File: src/shared/synth_ctrl_pkg.sv
package synth_ctrl_pkg;
  // Register byte offsets on the AHB-Lite slave
  localparam logic [7:0] FASTLOCK_WORD_OFFSET = 8'h00;
  localparam logic [7:0] RESET_LD_WORD_OFFSET = 8'h04;
  localparam logic [7:0] POWER_CTRL_OFFSET    = 8'h08;
  localparam logic [7:0] STATUS_OFFSET        = 8'h0C;

  localparam int WORD_W = 24;

  // Control nibble codes in bits 3..0
  localparam logic [3:0] FASTLOCK_NIBBLE = 4'hD;
  localparam logic [3:0] RESET_LD_NIBBLE = 4'hF;

  // Field positions
  localparam int SLIP_HI      = 23;
  localparam int SLIP_LO      = 22;
  localparam int PRESCALE_BIT = 13;
  localparam int AUX_CLR_BIT  = 7;
  localparam int MAIN_CLR_BIT = 6;
  localparam int AUX_FLT_BIT  = 5;
  localparam int MAIN_FLT_BIT = 4;

  // Fixed pattern of the reset and lock-detect word
  localparam logic [23:0] RESET_LD_FIXED_MASK  = 24'hFFDF0F;
  localparam logic [23:0] RESET_LD_FIXED_VALUE = 24'h00080F;

  localparam logic [23:0] FASTLOCK_RESET   = 24'h00000D;
  localparam logic [23:0] RESET_LD_RESET   = 24'h00080F;

  // Sample-rate reduction: divider terminal count per select code
  localparam logic [1:0] SLIP_OFF  = 2'h0;
  localparam logic [1:0] SLIP_HALF = 2'h1;
  localparam logic [1:0] SLIP_QTR  = 2'h2;
  localparam logic [1:0] SLIP_SIXT = 2'h3;
  localparam logic [3:0] DIV_BY_1  = 4'h0;
  localparam logic [3:0] DIV_BY_2  = 4'h1;
  localparam logic [3:0] DIV_BY_4  = 4'h3;
  localparam logic [3:0] DIV_BY_16 = 4'hF;
  localparam logic [3:0] LD_PRESCALE_MAX = 4'h3;

  // Cycles the automatic counter reset is held after power-up
  localparam logic [3:0] POWERUP_CLEAR_CYCLES = 4'h4;

  localparam logic [1:0] HTRANS_NONSEQ = 2'h2;
endpackage

File: src/verilog/rate_divider.sv
`timescale 1ns/10ps
module rate_divider
  import synth_ctrl_pkg::*;
(
  input  wire logic       clock,
  input  wire logic       reset,
  input  wire logic       enable,
  input  wire logic       tick_in,
  input  wire logic [3:0] terminal,
  output logic            tick_out
);
  logic [3:0] count_reg;
  logic [3:0] count_next;
  logic       wrap;
  logic       tick_next;

  assign wrap       = tick_in && (count_reg >= terminal);
  assign count_next = !enable ? 4'h0 : (wrap ? 4'h0 : (tick_in ? count_reg + 4'h1 : count_reg));
  assign tick_next  = enable && wrap;

  // Counter held cleared while disabled so restart is phase-aligned
  always_ff @(posedge clock) begin
    if (reset) begin
      count_reg <= 4'h0;
      tick_out  <= 1'b0;
    end else begin
      count_reg <= count_next;
      tick_out  <= tick_next;
    end
  end
endmodule

File: src/verilog/synth_ctrl_bits.sv
// Chosen here: the register addresses and the AHB-Lite register port.
`timescale 1ns/10ps
// What this block and its host do
// Slip select sets detector rate 1,1/2,1/4,1/16
// Slip select sits in fastlock word bits 23:22
// Control word fixed pattern bits enforced
// Prescale bit13; clears/floats bits 7..4
// Prescale divides main lock-detect rate by 4
// Host sets prescale above 20 MHz comparison
// Aux clear resets aux counters, floats pump
// Main clear resets main counters, floats pump
// Host keeps clear bits zero normally
// Power-up applies automatic counter reset
// Main float floats pump, counters run
// Aux float floats pump, counters run
// Fields hold until word rewritten
module synth_ctrl_bits
  import synth_ctrl_pkg::*;
(
  input  wire logic        clock,
  input  wire logic        reset,
  input  wire logic        hsel,
  input  wire logic [31:0] haddr,
  input  wire logic [1:0]  htrans,
  input  wire logic        hwrite,
  input  wire logic [2:0]  hsize,
  input  wire logic [31:0] hwdata,
  input  wire logic        hready,
  input  wire logic        chip_enable_pin,
  input  wire logic        main_compare_tick,
  input  wire logic        aux_compare_tick,
  output logic [31:0]      hrdata,
  output logic             hreadyout,
  output logic             hresp,
  output logic [1:0]       cycle_slip_reduction_sel,
  output logic             detector_sample_tick,
  output logic             main_lock_detect_tick,
  output logic             aux_lock_detect_tick,
  output logic             main_counter_hold,
  output logic             aux_counter_hold,
  output logic             main_pump_tristate,
  output logic             aux_pump_tristate
);
  logic [23:0] fastlock_reg;
  logic [23:0] fastlock_next;
  logic [23:0] reset_ld_reg;
  logic [23:0] reset_ld_next;
  logic        soft_power_reg;
  logic        soft_power_next;
  logic        pattern_err_reg;
  logic        pattern_err_next;
  logic        ce_meta_reg;
  logic        ce_sync_reg;
  logic        powered_reg;
  logic [3:0]  pu_count_reg;
  logic [3:0]  pu_count_next;
  logic        wr_pend_reg;
  logic        rd_pend_reg;
  logic [7:0]  addr_reg;
  logic [31:0] hrdata_next;
  logic        main_ld_raw;
  logic        sample_raw;
  logic        main_clr_int;
  logic        aux_clr_int;

  function automatic logic [3:0] slip_terminal(input logic [1:0] sel);
    case (sel)
      SLIP_HALF: slip_terminal = DIV_BY_2;
      SLIP_QTR:  slip_terminal = DIV_BY_4;
      SLIP_SIXT: slip_terminal = DIV_BY_16;
      default:   slip_terminal = DIV_BY_1;
    endcase
  endfunction

  wire         addr_phase   = hsel && hready && (htrans == HTRANS_NONSEQ);
  wire         wr_fastlock  = wr_pend_reg && (addr_reg == FASTLOCK_WORD_OFFSET) &&
                              (hwdata[3:0] == FASTLOCK_NIBBLE);
  wire         wr_reset_ld  = wr_pend_reg && (addr_reg == RESET_LD_WORD_OFFSET) &&
                              (hwdata[3:0] == RESET_LD_NIBBLE);
  wire         pattern_ok   = (hwdata[23:0] & RESET_LD_FIXED_MASK) ==
                              RESET_LD_FIXED_VALUE;
  wire         wr_power     = wr_pend_reg && (addr_reg == POWER_CTRL_OFFSET);
  wire         powered_now  = soft_power_reg && ce_sync_reg;
  wire         power_rise   = powered_now && !powered_reg;
  wire         pu_clearing  = pu_count_reg != 4'h0;
  wire [1:0]   slip_field   = fastlock_reg[SLIP_HI:SLIP_LO];
  wire         prescale_on  = reset_ld_reg[PRESCALE_BIT];

  // Fixed-pattern violations are refused whole and flagged, never half-applied
  assign fastlock_next    = wr_fastlock ? hwdata[23:0] : fastlock_reg;
  assign reset_ld_next    = (wr_reset_ld && pattern_ok) ? hwdata[23:0]
                                                        : reset_ld_reg;
  assign soft_power_next  = wr_power ? hwdata[0] : soft_power_reg;
  assign pattern_err_next = (wr_reset_ld && !pattern_ok) ||
                            (pattern_err_reg && !(wr_pend_reg &&
                             (addr_reg == STATUS_OFFSET) && hwdata[0]));
  assign pu_count_next    = power_rise ? POWERUP_CLEAR_CYCLES :
                            (pu_clearing ? pu_count_reg - 4'h1 : 4'h0);

  assign main_clr_int = reset_ld_reg[MAIN_CLR_BIT] || pu_clearing;
  assign aux_clr_int  = reset_ld_reg[AUX_CLR_BIT] || pu_clearing;

  always_comb begin
    hrdata_next = 32'h0000_0000;
    case (addr_reg)
      FASTLOCK_WORD_OFFSET: hrdata_next = {8'h00, fastlock_reg};
      POWER_CTRL_OFFSET:    hrdata_next = {31'h0, soft_power_reg};
      STATUS_OFFSET:        hrdata_next = {26'h0, pattern_err_reg, pu_clearing,
                                           ce_sync_reg, powered_now,
                                           slip_field};
      default:              hrdata_next = 32'h0000_0000;
    endcase
  end

  always_ff @(posedge clock) begin
    if (reset) begin
      wr_pend_reg <= 1'b0;
      rd_pend_reg <= 1'b0;
      addr_reg    <= 8'h00;
      hrdata      <= 32'h0000_0000;
      hreadyout   <= 1'b1;
      hresp       <= 1'b0;
    end else begin
      wr_pend_reg <= addr_phase && hwrite;
      rd_pend_reg <= addr_phase && !hwrite;
      if (addr_phase) begin
        addr_reg <= haddr[7:0];
      end
      hrdata      <= hrdata_next;
      // One wait state on reads: hrdata is registered from the captured address
      hreadyout   <= !(addr_phase && !hwrite);
      hresp       <= 1'b0;
    end
  end

  always_ff @(posedge clock) begin
    if (reset) begin
      fastlock_reg    <= FASTLOCK_RESET;
      reset_ld_reg    <= RESET_LD_RESET;
      soft_power_reg  <= 1'b1;
      pattern_err_reg <= 1'b0;
      ce_meta_reg     <= 1'b0;
      ce_sync_reg     <= 1'b0;
      powered_reg     <= 1'b0;
      pu_count_reg    <= 4'h0;
    end else begin
      fastlock_reg    <= fastlock_next;
      reset_ld_reg    <= reset_ld_next;
      soft_power_reg  <= soft_power_next;
      pattern_err_reg <= pattern_err_next;
      ce_meta_reg     <= chip_enable_pin;
      ce_sync_reg     <= ce_meta_reg;
      powered_reg     <= powered_now;
      pu_count_reg    <= pu_count_next;
    end
  end

  // Dividers cleared while main counters held, so ticks restart phase-aligned
  rate_divider u_sample_div (
    .clock    (clock),
    .reset    (reset),
    .enable   (!main_clr_int),
    .tick_in  (main_compare_tick),
    .terminal (slip_terminal(slip_field)),
    .tick_out (sample_raw)
  );

  rate_divider u_ld_div (
    .clock    (clock),
    .reset    (reset),
    .enable   (!main_clr_int),
    .tick_in  (main_compare_tick),
    .terminal (prescale_on ? LD_PRESCALE_MAX : DIV_BY_1),
    .tick_out (main_ld_raw)
  );

  always_ff @(posedge clock) begin
    if (reset) begin
      cycle_slip_reduction_sel <= SLIP_OFF;
      detector_sample_tick     <= 1'b0;
      main_lock_detect_tick    <= 1'b0;
      aux_lock_detect_tick     <= 1'b0;
      main_counter_hold        <= 1'b0;
      aux_counter_hold         <= 1'b0;
      main_pump_tristate       <= 1'b0;
      aux_pump_tristate        <= 1'b0;
    end else begin
      cycle_slip_reduction_sel <= slip_field;
      detector_sample_tick     <= sample_raw;
      main_lock_detect_tick    <= main_ld_raw;
      // Aux comparison rate never prescaled
      aux_lock_detect_tick     <= aux_compare_tick && !aux_clr_int;
      main_counter_hold        <= main_clr_int;
      aux_counter_hold         <= aux_clr_int;
      main_pump_tristate       <= main_clr_int || reset_ld_reg[MAIN_FLT_BIT];
      aux_pump_tristate        <= aux_clr_int || reset_ld_reg[AUX_FLT_BIT];
    end
  end
endmodule

File: config.mk
export PLATFORM = sky130hd
export DESIGN_NAME = synth_ctrl_bits
export DESIGN_NICKNAME = d
export VERILOG_FILES = /design/src/shared/synth_ctrl_pkg.sv /design/src/verilog/rate_divider.sv /design/src/verilog/synth_ctrl_bits.sv
export SDC_FILE = /design/constraint.sdc
export NUM_CORES = 1
export LEC_CHECK = 0
export BUFFER_PORTS_ARGS = -buffer_cell sky130_fd_sc_hd__buf_2
export CORE_MARGIN = 5
export CORE_UTILIZATION = 49
export CTS_BUF_LIST = sky130_fd_sc_hd__clkbuf_16
export DETAILED_ROUTE_END_ITERATION = 8
export GPL_TIMING_DRIVEN = 0
export PLACE_DENSITY = 0.76
export SYNTH_ARGS = -nofsm -noshare
export SYNTH_HDL_FRONTEND = slang
export SYNTH_SLANG_ARGS = --single-unit
File: constraint.sdc
create_clock -name clock -period 2.1 [get_ports clock]
set_input_delay 0.105 -clock clock [delete_from_list [all_inputs] [get_ports clock]]
set_output_delay 0.105 -clock clock [all_outputs]
set_load 0.01 [all_outputs]
After elaboration in Yosys (flattened, before gate mapping). Cells that the tools add are included.

Bits in read-only memories: 0. Bits in latches: 0. Flip-flop bits (word level): 108. Memories: 0. Bits of input ports: 77. Memory bits (writable): 0. Output and inout port bits: 43. Word-level logic and storage cells: 84.

Reduce and logical (&&, ||, !) cells: 38. Div/mod/pow operators: 0. Multipliers: 0. Bitwise operators: 1. $lt $le $gt $ge: 2. Shifts and indexed selects: 0. Equal/unequal tests: 10. Mux-type cells: 5. Add/sub/neg operators: 3.

Operator list (count): 24-bit case mux with 3 select lines (1); 1-bit logical AND (21); 19-bit by 8-bit == test with 1-bit output (second input constant) (1); 8-bit by 4-bit == test with 1-bit output (second input constant) (2); 4-bit case mux with 3 select lines (1); 3-bit OR reduction (3); 4-bit by 1-bit adder with 4-bit output (second input constant) (2); 4-bit == test (second input constant) (2); 8-bit by 3-bit == test with 1-bit output (second input constant) (1); 8-bit zero test (1); 1-bit zero test (7); 2-bit == test (second input constant) (3); 3-bit 2-to-1 mux (2); 1-bit logical OR (5); 4-bit by 2-bit greater-or-equal comparator with 1-bit output (1); 4-bit greater-or-equal comparator (1); 4-bit nonzero test (1); 4-bit by 1-bit subtractor with 4-bit output (second input constant) (1); 2-bit by 1-bit == test with 1-bit output (second input constant) (1); 2-bit 2-to-1 mux (1); 1-bit NOT (1).

Logic depth before layout (Yosys ltp).
Word-level depth: 6. Mapped depth: 7. Gate-level depth less buffers: 6.

Hierarchy. A second synthesis with hierarchy kept.

Cells, all modules: 380. Area, all modules: 3616.0 µm².

Modules (own cells, without submodules): synth_ctrl_bits (sequential area each 1621.6 µm², area each 2937.8 µm², times used 1, cells each 306); rate_divider (sequential area each 100.1 µm², area each 339.1 µm², times used 2, cells each 37).

Worst setup path before layout. Ideal clock, no wire load.

Path kind: reg-to-reg. Start point: register fastlock_reg[23]. End point: register u_sample_div.tick_out. Stages on the path, launching flop included: 7. Data required time: 1.984 ns. Period minus slack after synthesis: 1.825 ns. Buffers on the path: 0. Setup time: 0.116 ns. Arrival: 1.709 ns. Slack: 0.275 ns. Path through: dfxtp_1 -> or2_2 -> ha_1 -> nand2b_1 -> a211oi_1 -> nor2_1 -> o211a_1.

Cells in the longest elaborated chain, start to end: 5. Elaborated cells between the ends (all ways): 7. Classes of those cells: order compare: 1; eq/ne: 3; mux: 1; reduce/logical: 2.

Ends and longest elaborated chain: start: declaration (RTL line synth_ctrl_bits.sv:44) `logic [23:0] fastlock_reg;`; start signal: assignment (RTL line synth_ctrl_bits.sv:147) `fastlock_reg <= fastlock_next;`; 2-bit == test / 2-bit by 1-bit == test with 1-bit output (equally long branches) (RTL line synth_ctrl_bits.sv:67) `case (sel)`; 4-bit case mux with 3 select lines * (RTL line synth_ctrl_bits.sv:67); 4-bit greater-or-equal comparator * (RTL line rate_divider.sv:17) `assign wrap = tick_in && (count_reg >= terminal);`; 1-bit logical AND * (RTL line rate_divider.sv:17); 1-bit logical AND * (RTL line rate_divider.sv:19) `assign tick_next = enable && wrap;`; end signal: assignment (RTL line rate_divider.sv:28) `tick_out <= tick_next;`; end: declaration (RTL line rate_divider.sv:10) `output logic tick_out`.

Every way passes the cells marked *; elsewhere a longest branch is shown, timed or not. A chain may end at the register's enable or synchronous reset.

Worst setup path after layout.
Start point: register fastlock_reg[22]. End point: register u_sample_div.tick_out.

The elaborated chain is that of the path after synthesis.

==> metrics.md <==
| Metric | Value |
|---|---|
| HPWL after detailed placement | 5.63 mm |
| Final Max Slew Viols | 0 |
| Drt total wl | 7.63 mm |
| Total power | 3.91 mW |
| Tmin final | 1.91 ns |
| Ports | 120 |
| DIE AREA | 0.00887 mm^2 |
| Nature of the critical path startpoint | register |
| Pin count of the biggest net entering global routing | 16 |
| Initial antenna violation count | 0 |
| Netlist cell types | 54 |
| I/O Buffers | 74 |
| CP Capture Type | register |
| Critical Path RT | 2.33 ns |
| Critical-path maximum fanout | 6 |
| ANT cells | 0 |
| Final ANT Viol Nets | 0 |
| Crit path buf inv count | 0 |
| Finished Cell Area | 0.00431 mm^2 |
| Pwr/cell area | 907 mW/mm^2 |
| DRT Pass-1 Iters | 4 |
| Gpl congestion | 0.813 |
| Register area | 0.00182 mm^2 |
| Row cnt | 30 |
| Crit-path leading delay family | simple AND/OR/NAND/NOR gates |
| CTS Buffer Depth | 2 |
| Fmax | 523 MHz |
| Setup violators final | 0 |
| TNS Setup | 0 ns |
| Die Wd | 94.2 um |
| Total CTS buffers | 9 |
| Synth-to-layout area growth | 24.1% |
| Critical path class | register to register |
| Multi-input gate area | 0.00150 mm^2 |
| MaxCap Viol Count | 0 |
| Hold WS | 0.00918 ns |
| Finished Layout Cells | 565 |
| Gr usage total | 18.7% |
| Root buffer cell | clkbuf_16 |
| Layout cells sized above 1 | 28.1% |
| Worst-Margin Slew | 0.701 ns |
| # H-tree levels | 3 |
| Global-route wire length before repair | 12.9 mm |
| Final period util | 91.1% |
| Final nets | 550 |
| Worst path slowest cell | dfxtp_1 |
| Worst path max stage delay | 0.36 ns |
| Clock Sinks | 91 |
| Dpl cells | 545 |
| WL/cell | 13.5 um |
| Initial Util | 50.9% |
| Max VDD drop | 0.000401 V |
| # DRC | 0 |
| #FFs+latches synth | 91 |
| DRC marker count from the first detailed-route iteration | 122 |
| Post-synthesis sequential area ratio | 52.4% |
| Mapped Avg Cell Area | 9.47 um^2 |
| Busiest layer in global routing | met2 |
| Outcome | complete, no violations |
| Final hold vios | 0 |
| CTS tree | built |
| Core Area | 0.00683 mm^2 |
| Clock latency on the worst-skew pair | 0.34 ns |
| Leakage | 1.79 nW |
| GR met2 Demand/Resource | 31.5% |
| Setup Fix Bufs, Post-CTS | 0 |
| Vias | 2767 |
| Fillers | 600 |
| Vias in the first global route | 2826 |
| Die Height | 94.2 um |
| Syn Inst Count | 367 |
| RSZ-0062 raised after global routing | no |
| Crit path DAT | 2.15 ns |
| M3 GR Usage | 3.37% |
| Mapped Area | 0.00347 mm^2 |
| CTS clk-pin slew, worst paths | 0.06 ns |
| Hold WC Path Type | primary input to register |
| Slew headroom | 53.3% |
| Met1 usage | 22.8% |
| YS warnings | 0 |
| Vias/cell | 4.90 |
| Placed cell area | 0.00400 mm^2 |
| Total grt overflow | 0 |
| Clock Skews | 0.00405 ns |
| Cells along the critical path | or2_2 -> ha_1 -> nand2b_1 -> a211oi_2 -> nor2_1 -> o211a_1 |
[worst register-to-register path: cells and delay by family (launching register included)]
kind	cells	cell delay, ns
simple gates	3	0.58
compound gates	2	0.58
flops	1	0.36
fa+ha+maj	1	0.29
[logic make-up (layout without fill, tap and decap cells)]
logic type / after synthesis / count (layout) / synth area share [%]
adders and majority gates: 9 / 9 / 3.24
buffers and inverters: 35 / 129 / 5.51
muxes: 8 / 8 / 2.30
DFF: 91 / 91 / 52.4
xor gates and xnor gates: 4 / 4 / 1.01
and+or+nand+nor: 166 / 166 / 24.6
other: 1 / 9 / 0.108
AOI/OAI and AO/OA: 53 / 53 / 10.8
[area by class of cell]
| type | count | area share, % |
|---|---|---|
| Sequential cell | 91 | 42.3 |
| Tap cell | 96 | 2.79 |
| Multi-Input combinational cell | 249 | 34.7 |
| Timing Repair Buffer | 78 | 9.52 |
| Inverter | 10 | 0.871 |
| Clock inverter | 7 | 1.02 |
| Buffer | 25 | 3.57 |
| Clock buffer | 9 | 5.22 |
[layer usage]
layer | wire (um) | up-vias
li1 | - | 1411
met1 | 3490 | 1272
met2 | 3600 | 71
met3 | 391 | 13
met4 | 153 | 0
met5 | 0 | -
[layout by cell type (no fill, tap or decap), types with 4 or more instances in the layout]
cell           instances
clkbuf_16              9
a21oi_2               17
ha_1                   9
and3_1                 4
a22oi_1                4
mux2i_1                8
dlygate4sd3_1          4
nor2b_1                5
nor3_1                 7
inv_1                 10
and2_1                18
clkbuf_1               9
buf_2                 76
buf_4                 10
nor2_1                24
a21oi_1               18
dfxtp_1               91
nand2_1               75
conb_1                 9
nand4_1                5
[path summary, 6_finish.rpt]
path / startpoint / to / slack, ns / cells past startpoint
max: fastlock_reg[22] / u_sample_div.tick_out / 0.19 / 6
min: haddr[1] / addr_reg[1] / 0.009 / 3
max reg2reg: fastlock_reg[22] / u_sample_div.tick_out / 0.19 / 6
min reg2reg: u_ld_div.tick_out / main_lock_detect_tick / 0.44 / 1
[Yosys cell counts (all sizes together)]
master	number	area, um^2
or2	1	6.26
clkbuf	10	38.8
a21oi	35	239
dfxtp	91	1820
xnor2	2	17.5
a211oi	2	20.0
nand3	1	5.00
ha	9	113
or3	5	40.0
o211ai	1	7.51
and4b	2	20.0
xor2	2	17.5
o221ai	1	8.76
nor4b	2	17.5
nor3	8	51.3
and2	19	119
and4	1	11.3
a32oi	1	8.76
mux2i	8	80.1
and3b	1	8.76
o211a	1	10.0
or3b	1	8.76
nand4	5	31.3
conb	1	3.75
a2111oi	1	8.76
buf	15	115
nand2	76	293
nand2b	3	18.8
and3	4	25.0
nor2	25	101
nor2b	5	31.3
o22ai	1	6.26
nand4b	2	17.5
nor4	4	40.0
a22oi	4	30.0
nor3b	1	7.51
inv	10	37.5
o21ai	4	20.0
o2111ai	2	17.5
[metrics by stage]
| step | setup WS (ns) | utilization, % |
|---|---|---|
| global route | 0.0618 | 63.1 |
| global placement | 0.130 | 58.5 |
| CTS | 0.0555 | 63.0 |
| floorplan | 0.275 | - |
| finish | 0.187 | 63.1 |
| detailed placement | 0.0575 | 58.5 |
[timing repair]
| action | in CTS | in global routing |
|---|---|---|
| gates resized for setup | 0 | 2 |
| hold buffers | 4 | 0 |
| endpoints found under the hold margin | 4 | 0 |
| setup endpoints to repair | 0 | 9 |
[where the power goes]
group          total (mW)  internal, mW  leakage (nW)  switching (mW)
logic               0.580         0.243         0.934           0.337
clock network        1.45         0.795         0.123           0.654
registers            1.88          1.84         0.737          0.0444
total                3.91          2.87          1.79            1.03
No activity file was read; power rests on OpenSTA's default activity.
